<file path="config.mk">
export PLATFORM = sky130hd
export DESIGN_NAME = dic_conditioner
export DESIGN_NICKNAME = d
export VERILOG_FILES = /design/src/design/dic_channel.v /design/src/design/dic_conditioner.v
export VERILOG_INCLUDE_DIRS = /design/src /design/src/design
export SDC_FILE = /design/constraint.sdc
export NUM_CORES = 2
export LEC_CHECK = 0
export ABC_CLOCK_PERIOD_IN_PS = 5400
export BUFFER_PORTS_ARGS = -buffer_cell sky130_fd_sc_hd__buf_2
export CAP_MARGIN = 20
export CORE_MARGIN = 2
export CORE_UTILIZATION = 45
export DETAILED_ROUTE_END_ITERATION = 8
export PLACE_DENSITY = 0.68
export REMOVE_ABC_BUFFERS = 1
export SYNTH_ARGS = -nofsm -noshare
export SYNTH_HDL_FRONTEND = slang
export SYNTH_HIERARCHICAL = 1
export SYNTH_SLANG_ARGS = --single-unit
</file>
<file path="constraint.sdc">
create_clock -name clk_sys -period 5.4 [get_ports clk_sys]
set_clock_uncertainty 0.1 [all_clocks]
set_input_delay 0 -clock clk_sys [delete_from_list [all_inputs] [get_ports clk_sys]]
set_output_delay 0 -clock clk_sys [all_outputs]
set_load 0.03 [all_outputs]
</file>
<file path="src/design/dic_map.vh">
`ifndef DIC_MAP_VH
`define DIC_MAP_VH

// Clock and timing
`define DIC_CLK_HZ 100000000
`define DIC_MS_PER_S 1000
`define DIC_MS_CYCLES (`DIC_CLK_HZ / `DIC_MS_PER_S)
`define DIC_SCAN_MS 3'd5
`define DIC_AC_EXTRA_MS 22'd30

// Widths
`define DIC_NCH 8
`define DIC_VW 9
`define DIC_DW 21
`define DIC_CW 32

// Register byte offsets
`define DIC_OFF_CTRL 8'h00
`define DIC_OFF_ROUTE 8'h04
`define DIC_OFF_PRECEDE 8'h08
`define DIC_OFF_STATE 8'h0c
`define DIC_OFF_EVENT 8'h10
`define DIC_OFF_MASK 8'h14
`define DIC_OFF_CLRCNT 8'h18
`define DIC_OFF_ACTDLY 8'h20
`define DIC_OFF_DROPDLY 8'h40
`define DIC_OFF_THRESH 8'h60
`define DIC_OFF_COUNT 8'h80

// Field positions
`define DIC_CTRL_POL_LSB 0
`define DIC_CTRL_ACM_LSB 8
`define DIC_THR_ACT_LSB 0
`define DIC_THR_REL_LSB 16
`define DIC_STATE_LOGIC_LSB 8
`define DIC_STATE_RELAY_LSB 16
`define DIC_PRE_FIRST_LSB 16
`define DIC_EVT_FALL_LSB 8

// Reset values and the AC release divider
`define DIC_ACT_THR_RST 9'h058
`define DIC_REL_THR_RST 9'h03c
`define DIC_AC_REL_DIV 9'h00a

`endif

</file>
<file path="src/design/dic_channel.v">
`timescale 1ns/100ps
`default_nettype none
`include "dic_map.vh"

module dic_channel (
  // Clock, reset, timebase
  input wire clk_sys,
  input wire rst,
  input wire msTick,
  input wire scanTick,
  // Field side
  input wire [`DIC_VW-1:0] volt,
  // Settings
  input wire [`DIC_VW-1:0] actThr,
  input wire [`DIC_VW-1:0] relThr,
  input wire acMode,
  input wire polNc,
  input wire [`DIC_DW-1:0] actDly,
  input wire [`DIC_DW-1:0] dropDly,
  input wire cntClr,
  // Results
  output reg state,
  output reg [`DIC_CW-1:0] count
);

  localparam [`DIC_VW-1:0] AC_DIV = `DIC_AC_REL_DIV;

  reg energized;
  reg sampled;
  reg [21:0] dlyCnt;
  wire [`DIC_VW-1:0] relEff;
  wire [21:0] target;
  wire expire;
  wire goUp;

  // AC mode replaces the programmed release level
  assign relEff = acMode ? (actThr / AC_DIV) : relThr;
  // Drop-off gains the AC hold so a half-wave gap does not release
  assign target = state ? ({1'b0, dropDly} + (acMode ? `DIC_AC_EXTRA_MS :
                  22'd0)) : {1'b0, actDly};
  assign expire = (sampled != state) && (dlyCnt >= target);
  assign goUp = expire && sampled;

  // Hysteresis compare and polarity, taken only on the scan tick
  always @(posedge clk_sys) begin
    if (rst) begin
      energized <= 1'b0;
      sampled <= 1'b0;
    end else if (scanTick) begin
      if (volt >= actThr) begin
        energized <= 1'b1;
        sampled <= ~polNc;
      end else if (volt < relEff) begin
        energized <= 1'b0;
        sampled <= polNc;
      end else begin
        sampled <= energized ^ polNc;
      end
    end
  end

  // Qualification timer in 1 ms steps; a bounce back cancels it
  always @(posedge clk_sys) begin
    if (rst) begin
      state <= 1'b0;
      dlyCnt <= 22'd0;
    end else if (sampled == state) begin
      dlyCnt <= 22'd0;
    end else if (expire) begin
      state <= sampled;
      dlyCnt <= 22'd0;
    end else if (msTick) begin
      dlyCnt <= dlyCnt + 22'd1;
    end
  end

  // Activation counter; an edge in the clear cycle still counts
  always @(posedge clk_sys) begin
    if (rst) begin
      count <= {`DIC_CW{1'b0}};
    end else if (cntClr) begin
      count <= goUp ? {{(`DIC_CW-1){1'b0}}, 1'b1} : {`DIC_CW{1'b0}};
    end else if (goUp) begin
      count <= count + {{(`DIC_CW-1){1'b0}}, 1'b1};
    end
  end

endmodule

`default_nettype wire

</file>
<file path="src/design/dic_conditioner.v">
// Behaviour
// - Every channel is sampled once per 5 ms scan tick.
// - Polarity per channel; normally-open reports 1 when energized, default.
// - Rise from 0 to 1 waits a programmable ms activation delay, default 0.
// - Fall from 1 to 0 waits a programmable ms drop-off delay, default 0.
// - AC mode, off by default, adds 30 ms to the drop-off delay.
// - Internal logic sees the filtered state one scan later.
// - A routed relay command follows the logic stage one scan later.
// - Card channels are numbered from one plus the preceding input count.
// - Activation and release thresholds are programmable in 1 V steps.
// - In AC mode the release threshold is a tenth of activation.
// - Each channel counts filtered 0-to-1 edges in 32 bits, clearable.
//
// The APB interface to the registers and the register addresses were left to the implementer.
`timescale 1ns/100ps
`default_nettype none
`include "dic_map.vh"

module dic_conditioner #(
  parameter integer MS_CYCLES = `DIC_MS_CYCLES
) (
  // Clock and reset
  input wire clk_sys,
  input wire rst,

  // APB slave
  input wire [7:0] paddr,
  input wire psel,
  input wire penable,
  input wire pwrite,
  input wire [31:0] pwdata,
  output wire pready,
  output reg [31:0] prdata,
  output reg pslverr,

  // Field inputs: 9-bit volt reading per channel, channel 0 lowest
  input wire [`DIC_NCH*`DIC_VW-1:0] chanVolt,

  // Filtered state toward logic and relays
  output wire [`DIC_NCH-1:0] reportedState,
  output reg [`DIC_NCH-1:0] logicState,
  output reg [`DIC_NCH-1:0] relayCmd,

  // Numbering of this card's first channel
  output reg [8:0] firstChannelNum,

  // Interrupt
  output reg irq
);

  // Full-width span first, then cut to the divider width on purpose
  localparam [31:0] MS_SPAN = MS_CYCLES - 1;
  localparam [16:0] MS_LAST = MS_SPAN[16:0];
  localparam [2:0] SCAN_LAST = `DIC_SCAN_MS - 3'd1;

  // Address decode shared by read mux, write path and error answer
  function bankHit;
    input [7:0] addr;
    input [7:0] base;
    begin
      bankHit = (addr[7:5] == base[7:5]);
    end
  endfunction

  function scalarHit;
    input [7:0] addr;
    begin
      scalarHit = (addr[7:5] == 3'b000) && (addr[4:2] != 3'd7) &&
                  (addr[1:0] == 2'b00);
    end
  endfunction

  // A scalar word answers only at its exact, aligned byte address
  function wordHit;
    input [7:0] addr;
    input [7:0] off;
    begin
      wordHit = (addr == off);
    end
  endfunction

  // Timebase
  reg [16:0] msDiv;
  reg [2:0] scanDiv;
  reg msTick;
  reg scanTick;

  // Software settings
  reg [`DIC_NCH-1:0] polNc;
  reg [`DIC_NCH-1:0] acMode;
  reg [`DIC_NCH-1:0] route;
  reg [7:0] precedeCnt;
  reg [`DIC_NCH-1:0] maskRise;
  reg [`DIC_NCH-1:0] maskFall;
  reg [`DIC_DW-1:0] actDly [0:`DIC_NCH-1];
  reg [`DIC_DW-1:0] dropDly [0:`DIC_NCH-1];
  reg [`DIC_VW-1:0] actThr [0:`DIC_NCH-1];
  reg [`DIC_VW-1:0] relThr [0:`DIC_NCH-1];

  // Event status
  reg [`DIC_NCH-1:0] prevState;
  reg [`DIC_NCH-1:0] evtRise;
  reg [`DIC_NCH-1:0] evtFall;
  reg [`DIC_NCH-1:0] next_evtRise;
  reg [`DIC_NCH-1:0] next_evtFall;
  reg evtReadPend;

  // Bus decode
  wire setup;
  wire access;
  wire wrStrobe;
  wire mapped;
  wire [2:0] idx;
  wire [`DIC_NCH-1:0] cntClr;
  wire [`DIC_NCH*`DIC_CW-1:0] countBus;
  wire selCtrl;
  wire selRoute;
  wire selPrecede;
  wire selState;
  wire selEvent;
  wire selMask;
  wire selClrCnt;
  wire selActDly;
  wire selDropDly;
  wire selThresh;
  wire selCount;
  reg [31:0] readMux;
  integer i;

  // APB phase decode
  assign setup = psel && !penable;
  assign access = psel && penable;
  assign wrStrobe = access && pwrite;
  assign idx = paddr[4:2];
  assign mapped = scalarHit(paddr) || bankHit(paddr, `DIC_OFF_ACTDLY) ||
                  bankHit(paddr, `DIC_OFF_DROPDLY) ||
                  bankHit(paddr, `DIC_OFF_THRESH) ||
                  bankHit(paddr, `DIC_OFF_COUNT);

  // Scalar word selects, shared by write path, read mux and event clear
  assign selCtrl = wordHit(paddr, `DIC_OFF_CTRL);
  assign selRoute = wordHit(paddr, `DIC_OFF_ROUTE);
  assign selPrecede = wordHit(paddr, `DIC_OFF_PRECEDE);
  assign selState = wordHit(paddr, `DIC_OFF_STATE);
  assign selEvent = wordHit(paddr, `DIC_OFF_EVENT);
  assign selMask = wordHit(paddr, `DIC_OFF_MASK);
  assign selClrCnt = wordHit(paddr, `DIC_OFF_CLRCNT);

  // Bank selects; the word index within a bank is paddr[4:2]
  assign selActDly = bankHit(paddr, `DIC_OFF_ACTDLY);
  assign selDropDly = bankHit(paddr, `DIC_OFF_DROPDLY);
  assign selThresh = bankHit(paddr, `DIC_OFF_THRESH);
  assign selCount = bankHit(paddr, `DIC_OFF_COUNT);

  // Zero wait state: data is staged in setup, so access always completes
  assign pready = access;

  // Counter clear is a write-one pulse and never stored
  assign cntClr = (wrStrobe && selClrCnt) ?
                  pwdata[`DIC_NCH-1:0] : {`DIC_NCH{1'b0}};

  // 1 ms and 5 ms enables from one divider chain
  always @(posedge clk_sys) begin
    if (rst) begin
      msDiv <= 17'd0;
      scanDiv <= 3'd0;
      msTick <= 1'b0;
      scanTick <= 1'b0;
    end else begin
      msTick <= 1'b0;
      scanTick <= 1'b0;
      if (msDiv == MS_LAST) begin
        msDiv <= 17'd0;
        msTick <= 1'b1;
        if (scanDiv == SCAN_LAST) begin
          scanDiv <= 3'd0;
          scanTick <= 1'b1;
        end else begin
          scanDiv <= scanDiv + 3'd1;
        end
      end else begin
        msDiv <= msDiv + 17'd1;
      end
    end
  end

  // Channel filters
  genvar g;
  generate
    for (g = 0; g < `DIC_NCH; g = g + 1) begin : gChan
      dic_channel uChan (
        .clk_sys(clk_sys),
        .rst(rst),
        .msTick(msTick),
        .scanTick(scanTick),
        .volt(chanVolt[g*`DIC_VW +: `DIC_VW]),
        .actThr(actThr[g]),
        .relThr(relThr[g]),
        .acMode(acMode[g]),
        .polNc(polNc[g]),
        .actDly(actDly[g]),
        .dropDly(dropDly[g]),
        .cntClr(cntClr[g]),
        .state(reportedState[g]),
        .count(countBus[g*`DIC_CW +: `DIC_CW])
      );
    end
  endgenerate

  // Scan pipeline: logic one scan behind the filter, relays one more
  always @(posedge clk_sys) begin
    if (rst) begin
      logicState <= {`DIC_NCH{1'b0}};
      relayCmd <= {`DIC_NCH{1'b0}};
    end else if (scanTick) begin
      logicState <= reportedState;
      relayCmd <= logicState & route;
    end
  end

  // First channel number follows the count of inputs on earlier modules
  always @(posedge clk_sys) begin
    if (rst) begin
      firstChannelNum <= 9'd1;
    end else begin
      firstChannelNum <= {1'b0, precedeCnt} + 9'd1;
    end
  end

  // Software registers; writes land on the access edge only
  always @(posedge clk_sys) begin
    if (rst) begin
      polNc <= {`DIC_NCH{1'b0}};
      acMode <= {`DIC_NCH{1'b0}};
      route <= {`DIC_NCH{1'b0}};
      precedeCnt <= 8'h00;
      maskRise <= {`DIC_NCH{1'b0}};
      maskFall <= {`DIC_NCH{1'b0}};
      for (i = 0; i < `DIC_NCH; i = i + 1) begin
        actDly[i] <= {`DIC_DW{1'b0}};
        dropDly[i] <= {`DIC_DW{1'b0}};
        actThr[i] <= `DIC_ACT_THR_RST;
        relThr[i] <= `DIC_REL_THR_RST;
      end
    end else if (wrStrobe) begin
      if (selCtrl) begin
        polNc <= pwdata[`DIC_CTRL_POL_LSB +: `DIC_NCH];
        acMode <= pwdata[`DIC_CTRL_ACM_LSB +: `DIC_NCH];
      end
      if (selRoute) begin
        route <= pwdata[`DIC_NCH-1:0];
      end
      if (selPrecede) begin
        precedeCnt <= pwdata[7:0];
      end
      if (selMask) begin
        maskRise <= pwdata[`DIC_NCH-1:0];
        maskFall <= pwdata[`DIC_EVT_FALL_LSB +: `DIC_NCH];
      end
      if (selActDly) begin
        actDly[idx] <= pwdata[`DIC_DW-1:0];
      end
      if (selDropDly) begin
        dropDly[idx] <= pwdata[`DIC_DW-1:0];
      end
      if (selThresh) begin
        actThr[idx] <= pwdata[`DIC_THR_ACT_LSB +: `DIC_VW];
        relThr[idx] <= pwdata[`DIC_THR_REL_LSB +: `DIC_VW];
      end
    end
  end

  // Read mux; unmapped words read as zero
  always @* begin
    readMux = 32'h00000000;
    if (selCtrl) begin
      readMux[`DIC_CTRL_POL_LSB +: `DIC_NCH] = polNc;
      readMux[`DIC_CTRL_ACM_LSB +: `DIC_NCH] = acMode;
    end else if (selRoute) begin
      readMux[`DIC_NCH-1:0] = route;
    end else if (selPrecede) begin
      readMux[7:0] = precedeCnt;
      readMux[`DIC_PRE_FIRST_LSB +: 9] = firstChannelNum;
    end else if (selState) begin
      readMux[`DIC_NCH-1:0] = reportedState;
      readMux[`DIC_STATE_LOGIC_LSB +: `DIC_NCH] = logicState;
      readMux[`DIC_STATE_RELAY_LSB +: `DIC_NCH] = relayCmd;
    end else if (selEvent) begin
      readMux[`DIC_NCH-1:0] = evtRise;
      readMux[`DIC_EVT_FALL_LSB +: `DIC_NCH] = evtFall;
    end else if (selMask) begin
      readMux[`DIC_NCH-1:0] = maskRise;
      readMux[`DIC_EVT_FALL_LSB +: `DIC_NCH] = maskFall;
    end else if (selActDly) begin
      readMux[`DIC_DW-1:0] = actDly[idx];
    end else if (selDropDly) begin
      readMux[`DIC_DW-1:0] = dropDly[idx];
    end else if (selThresh) begin
      readMux[`DIC_THR_ACT_LSB +: `DIC_VW] = actThr[idx];
      readMux[`DIC_THR_REL_LSB +: `DIC_VW] = relThr[idx];
    end else if (selCount) begin
      readMux = countBus[idx*`DIC_CW +: `DIC_CW];
    end
  end

  // Stage read data and error in setup so both come from flops
  always @(posedge clk_sys) begin
    if (rst) begin
      prdata <= 32'h00000000;
      pslverr <= 1'b0;
      evtReadPend <= 1'b0;
    end else if (setup) begin
      prdata <= pwrite ? 32'h00000000 : readMux;
      pslverr <= !mapped;
      evtReadPend <= !pwrite && selEvent;
    end else if (access) begin
      evtReadPend <= 1'b0;
    end
  end

  // Sticky events; read clears only the bits staged, so new edges survive
  always @* begin
    next_evtRise = evtRise;
    next_evtFall = evtFall;
    if (access && evtReadPend) begin
      next_evtRise = next_evtRise & ~prdata[`DIC_NCH-1:0];
      next_evtFall = next_evtFall & ~prdata[`DIC_EVT_FALL_LSB +: `DIC_NCH];
    end
    next_evtRise = next_evtRise | (reportedState & ~prevState);
    next_evtFall = next_evtFall | (~reportedState & prevState);
  end

  // Event registers and the level interrupt
  always @(posedge clk_sys) begin
    if (rst) begin
      prevState <= {`DIC_NCH{1'b0}};
      evtRise <= {`DIC_NCH{1'b0}};
      evtFall <= {`DIC_NCH{1'b0}};
      irq <= 1'b0;
    end else begin
      prevState <= reportedState;
      evtRise <= next_evtRise;
      evtFall <= next_evtFall;
      irq <= |((next_evtRise & maskRise) | (next_evtFall & maskFall));
    end
  end

endmodule

`default_nettype wire

</file>
== Yosys cells after proc, flatten, opt, wreduce, memory -nomap -nowiden ==
Memories as Yosys holds them, arrays and structs flattened.
Cells that the tools add are included.
Operators by class
  add/sub/neg operators: 27
  div/mod/pow operators: 8
  order comparisons: 24
  equal/unequal tests: 29
  shift operators: 1
  mux-type cells: 161
  bitwise gates (word level): 39
  reduce and logical (&&, ||, !) cells: 86
Operator list (number)
  32-bit 2-to-1 mux: 27
  32-bit by 1-bit adder with 32-bit output (second input constant): 8
  256-bit by 9-bit indexed part select with 32-bit output: 1
  21-bit 2-to-1 mux: 10
  9-bit 2-to-1 mux: 21
  21-bit by 22-bit adder with 22-bit output: 8
  22-bit by 1-bit adder with 22-bit output (second input constant): 8
  22-bit >= comparator: 8
  22-bit 2-to-1 mux: 8
  16-bit 2-to-1 mux: 6
  9-bit by 4-bit divider with 9-bit output (second input constant): 8
  9-bit >= comparator: 8
  9-bit less-than comparator: 8
  1-bit 2-to-1 mux: 62
  8-bit AND: 7
  8-bit 2-to-1 mux: 7
  24-bit 2-to-1 mux: 2
  21-bit OR reduction: 2
  5-bit 2-to-1 mux: 8
  2-bit AND reduction: 20
  2-bit nonzero test: 17
  8-bit inverter: 4
  8-bit by 5-bit == test with 1-bit output (second input constant): 3
  1-bit logical AND: 24
  27 further kinds: 90
Word-level totals
  bits in registers: 610
  bits in writable memories: 480
  input bits: 117
  logic and storage cells: 439
  memories kept: 4
Memories
  actDly: words 8, bits a word 21, read ports 9, clocked after Yosys merged registers in 0, write ports 8, RTL line dic_conditioner.v:95  | reg [`DIC_DW-1:0] actDly [0:`DIC_NCH-1];
  dropDly: words 8, bits a word 21, read ports 9, clocked after Yosys merged registers in 0, write ports 8, RTL line dic_conditioner.v:96  | reg [`DIC_DW-1:0] dropDly [0:`DIC_NCH-1];
  actThr: words 8, bits a word 9, read ports 9, clocked after Yosys merged registers in 0, write ports 8, RTL line dic_conditioner.v:97  | reg [`DIC_VW-1:0] actThr [0:`DIC_NCH-1];
  relThr: words 8, bits a word 9, read ports 9, clocked after Yosys merged registers in 0, write ports 8, RTL line dic_conditioner.v:98  | reg [`DIC_VW-1:0] relThr [0:`DIC_NCH-1];

== Logic depth before layout (Yosys ltp) ==
  depth in word-level cells: 35
  mapped depth: 21
  depth with buffers taken out: 20

== Hierarchy ==
Netlist, hierarchy kept.
Modules (own cells, without submodules)
  dic_conditioner: times used 1, cells each 2643, area an instance 31381.3 µm²
  dic_channel at gChan[1].uChan ...: times used 5, cells each 590, area an instance 4717.0 µm²
  dic_channel at gChan[0].uChan: times used 1, cells each 629, area an instance 4838.4 µm²
  dic_channel at gChan[4].uChan: times used 1, cells each 629, area an instance 4830.9 µm²
  dic_channel at gChan[7].uChan: times used 1, cells each 599, area an instance 4675.7 µm²

== Least setup slack after synthesis ==
OpenSTA, ideal clock, no wires.
  kind: register to register
  start point: register acMode[0]
  end point: register gChan[0].uChan.count[26]
  library setup time: 0.072 ns
  arrival time: 4.233 ns
  path slack: 0.996 ns
  stages on the path, launching flop included: 19
  buffers on the path: 1
  period minus slack after synthesis: 4.404 ns
  path through: dfxtp_1 ha_1 fa_1 a21o_1 a21oi_1 nor2_1 nand4_1 o21ai_0 nand3_1 o21ai_0 ha_1 a21o_1 a21o_1 a221oi_1 o211ai_1 and2_1 clkbuf_1 o2111ai_1 mux2i_1
Between the ends
  cells in the longest elaborated chain, start to end: 7
Ends and longest elaborated chain
  from (decl): RTL line dic_conditioner.v:90  | reg [`DIC_NCH-1:0] acMode;
  from (signal assigned): RTL line dic_conditioner.v:234  | acMode <= {`DIC_NCH{1'b0}};
  from (signal assigned): RTL line dic_conditioner.v:248  | acMode <= pwdata[`DIC_CTRL_ACM_LSB +: `DIC_NCH];
  5-bit 2-to-1 mux: RTL line dic_channel.v:39  | assign target = state ? ({1'b0, dropDly} + (acMode ? `DIC_AC_EXTRA_MS :
  21-bit by 22-bit adder with 22-bit output: RTL line dic_channel.v:39
  22-bit 2-to-1 mux: RTL line dic_channel.v:39
  22-bit >= comparator: RTL line dic_channel.v:41  | assign expire = (sampled != state) && (dlyCnt >= target);
  1-bit logical AND: RTL line dic_channel.v:41
  1-bit logical AND: RTL line dic_channel.v:42  | assign goUp = expire && sampled;
  2-bit nonzero test (no source line)
  to (signal assigned): RTL line dic_channel.v:80  | count <= {`DIC_CW{1'b0}};
  to (signal assigned): RTL line dic_channel.v:82  | count <= goUp ? {{(`DIC_CW-1){1'b0}}, 1'b1} : {`DIC_CW{1'b0}};
  to (signal assigned): RTL line dic_channel.v:84  | count <= count + {{(`DIC_CW-1){1'b0}}, 1'b1};
  to (decl): RTL line dic_channel.v:23  | output reg [`DIC_CW-1:0] count
Every way passes these cells.
A chain may end at the register's enable or synchronous reset.

==> flow_summary.ini <==
[status]
status = complete, no violations

[power]
p_leak_nw = 28.6
peakVddDrop_uv = 247
p_per_area_mw_per_mm2 = 255
total_power_mw = 19.6

[setup_path]
crit_required_ps = 5960
cp_max_fo = 12
crit_slowest_cell = dlygate4sd3_1
crit_family = compound AO/OA/AOI/OAI gates
path_common_cell = a21oi_1
cp.arrival_ps = 5790
worstReg2RegEnd = gChan[0].uChan/sampled$_SDFFE_PP0P_
crit_type = flip-flop to flip-flop
slowest_delay_ps = 620
path_buf_inv = 2
setup.worst_path.end_class = flip-flop
worstRegToRegCells = 21
r2r-start = actThr[0][8]$_SDFFCE_PN0P_
r2r_slack_ps = 160
start_kind = flip-flop
crit_chain = nand2b_1, a21oi_1, or3_4, a211oi_4, nor2_1, nand2_1, o21ai_0, o22ai_1, a31oi_1, ha_1, a21oi_1, nor2b_1, o21ai_0, nand2b_1, a21oi_1, o211ai_1, dlygate4sd3_1, a21oi_1, a2111oi_1, a311o_1, dlygate4sd3_1

[synthesis]
post_synth_num_cell_types = 111
syn_area_per_cell_um2 = 9.30
synthArstFlopShare = 0
syn_inst = 7450
synth_warnings = 6
ys_seq_area_frac = 0.384
syn_area_mm2 = 0.0693
synth_flop_cell = dfxtp_1
synth_seq_cells = 1090
synth_edf_count = 480

[route]
post-route-drc-count = 0
routed_wl_mm = 257
wl_per_cell_um = 26.5
dr.pass1.iters = 7
via_per_inst = 6.23
final_antenna_net_count = 0
num_vias = 60600
first_iter_violations = 8378

[place]
dp_hpwl_mm = 189
io_buffers = 177
placed_area_mm2 = 0.0716
gp_congestion = 1.04

[clock_tree]
clock-root-buffer = clkbuf_16
cts_max_level = 3
cts_made_buffers = 120
clk_latency_ps = 770
cts_tree = yes
clk_pin_slew_ps = 60
clock_path_buffers = 3
clkSinkCount = 1090

[floorplan]
initial_core_util = 0.452
core_area_mm2 = 0.154
dieArea_mm2 = 0.157
die_x_um = 396
ioPinCount = 185
die_h_um = 396
num_rows = 144

[finish]
drive_above_1_share = 0.104
final_common_cell = nor2_1
num-fill-cells = 14100
fin_area_mm2 = 0.0769
nNetsFinal = 8040
layout_common_cells = nor2_1 (674), nand2_1 (608), dfxtp_1 (600)
syn_to_final_growth_pct = 10.9

[run]
drv_cap = 0

[hold_path]
hold_depth = 5
whs_endpoint = prdata[6]$_SDFFE_PP0P_
hold_path.class = input port to flip-flop
hold_path_startpoint = paddr[2]

[grt]
grt_pass1_wl_mm = 371
grt.overflow.total = 0
grt_pass1_vias = 55600
grt_max_degree = 97
antenna_found_initial = 22
grt_use_total = 0.316

[sta]
fin_setup_tns_ps = 0
worstMarginPinSlew_ps = 1190
slew_viol_final = 0
finalSetupViolations = 0
min_period_over_period = 0.970
slew_headroom = 0.200
finalCriticalPeriod_ps = 5240
hold_violations = 0
rsz0062_at_grt = yes
max_freq_ghz = 0.191
-- timing repair --
| item | 4_1_cts | 5_1_grt |
|---|---|---|
| resized for setup | 0 | 2 |
| hold buffers | 100 | 0 |
| setup endpoints to repair | 0 | 5 |
| setup buffers | 0 | 17 |
| hold endpoints to repair | 463 | 0 |
-- worst reg2reg max path: cells and delay by family (launching register included) --
kind                       cells  cell delay, ps
AOI/OAI and AO/OA             12            2100
adders and majority gates      1             230
DFF                            1             580
buffers and inverters          2            1170
and+or+nand+nor                6            1000
-- stage by stage --
| step | std cells | setup slack [ps] | utilization | hold slack, ps |
|---|---|---|---|---|
| floorplan | 7019 | 734 | - | -30.9 |
| global placement | 9354 | 456 | 0.467 | 301 |
| detailed placement | 9355 | 383 | 0.467 | 312 |
| CTS | 9683 | 16.0 | 0.500 | 44.3 |
| global route | 9701 | -1.44 | 0.501 | 128 |
| finish | 9713 | 164 | 0.501 | 87.2 |
-- power breakdown --
group          switching, mW  leakage (nW)  total (mW)  internal, mW
combinational           1.28          17.1        1.95         0.674
clock                   3.61          2.00        8.57          4.96
sequential             0.302          9.51        9.10          8.80
total                   5.19          28.6        19.6          14.4
-- per-layer routing --
metal | GRT usage | wire, µm | up-vias
met4 | 0.172 | 15800 | 12
met2 | 0.467 | 108000 | 3296
met1 | 0.424 | 103000 | 29200
met5 | 0 | 97 | -
met3 | 0.0770 | 30500 | 630
li1 | - | - | 27400
-- Yosys cell counts, types with 18 or more instances --
library cell / count / area share
and2_1: 471 / 0.043
a21o_1: 160 / 0.017
o22ai_1: 24 / 0.0022
nor2b_1: 111 / 0.010
a211oi_1: 67 / 0.0073
mux2_2: 51 / 0.0083
ha_1: 364 / 0.066
buf_1: 19 / 0.0010
xor2_1: 201 / 0.025
buf_2: 100 / 0.0072
and3b_1: 18 / 0.0023
o31ai_1: 55 / 0.0060
a221o_1: 33 / 0.0048
a211o_1: 34 / 0.0043
buf_6: 32 / 0.0052
edfxtp_1: 480 / 0.21
dfxtp_1: 610 / 0.18
nand2_1: 608 / 0.033
a31oi_1: 29 / 0.0026
a2bb2oi_1: 20 / 0.0025
o211ai_1: 70 / 0.0076
nand2b_1: 57 / 0.0051
and3_1: 99 / 0.0089
or3_1: 148 / 0.013
nor4_1: 74 / 0.0067
nor3b_1: 23 / 0.0025
nand4_1: 190 / 0.017
a21oi_1: 348 / 0.025
mux4_2: 76 / 0.025
a22oi_1: 69 / 0.0075
inv_1: 188 / 0.010
clkbuf_1: 244 / 0.013
mux2i_1: 258 / 0.037
or4_1: 57 / 0.0062
xnor2_1: 274 / 0.035
nor2_1: 675 / 0.037
a221oi_1: 57 / 0.0072
nand3_1: 196 / 0.014
or2_2: 36 / 0.0032
nor3_1: 59 / 0.0043
nor4b_1: 21 / 0.0027
o21a_1: 31 / 0.0034
o21ai_0: 331 / 0.024
and4_1: 43 / 0.0054
buf_4: 26 / 0.0028
-- cell families (layout without fill, tap and decap cells) --
logic type,count (synthesis),count (layout),synth area share
simple gates,3007,3007,0.231
compound gates,1483,1483,0.143
flops,1090,1090,0.384
buf+inv,624,831,0.0414
xor+xnor,475,475,0.0600
fa+ha+maj,386,386,0.0702
mux,385,385,0.0702
other cells,0,12,0
-- layout make-up --
| cell class | instances | area (µm²) | share of cell area |
|---|---|---|---|
| inverter | 193 | 724 | 0.00942 |
| clock inverter | 51 | 519 | 0.00676 |
| clock buffer | 177 | 3540 | 0.0461 |
| sequential | 1090 | 26600 | 0.347 |
| multi-input combinational | 5736 | 39800 | 0.518 |
| antenna | 12 | 30.0 | 0.000391 |
| tap | 2044 | 2560 | 0.0333 |
| timing repair buffer | 410 | 3010 | 0.0392 |
-- state kept, by name (all words and copies together) (netlist names), 3 cells and up --
name	flops
maskRise	8
actThr	72
actDly	168
relayCmd	8
maskFall	8
route	8
polNc	8
msDiv	17
gChan.uChan/count	256
scanDiv	3
firstChannelNum	9
evtFall	8
gChan.uChan/state	8
gChan.uChan/dlyCnt	176
evtRise	8
prevState	8
gChan.uChan/sampled	8
relThr	72
dropDly	168
gChan.uChan/energized	8
acMode	8
prdata	32
precedeCnt	8
logicState	8
-- worst max path at each step --
stage	cells past startpoint	slack [ps]	start	endpoint
2_1_floorplan	17	730	acMode[4]$_SDFFE_PP0P_	gChan[4].uChan/count[18]$_SDFFE_PP0P_
3_3_place_gp	18	460	dropDly[0][1]$_SDFFCE_PN0P_	gChan[0].uChan/count[19]$_SDFFE_PP0P_
3_5_place_dp	19	380	dropDly[3][1]$_SDFFCE_PN0P_	gChan[3].uChan/count[17]$_SDFFE_PP0P_
4_1_cts	20	20	actThr[0][3]$_SDFFCE_PN1P_	gChan[0].uChan/sampled$_SDFFE_PP0P_
5_1_grt	21	-1	actThr[0][8]$_SDFFCE_PN0P_	gChan[0].uChan/sampled$_SDFFE_PP0P_
6_report	21	160	actThr[0][8]$_SDFFCE_PN0P_	gChan[0].uChan/sampled$_SDFFE_PP0P_
Note: power is estimated with default switching activity, not from simulation.
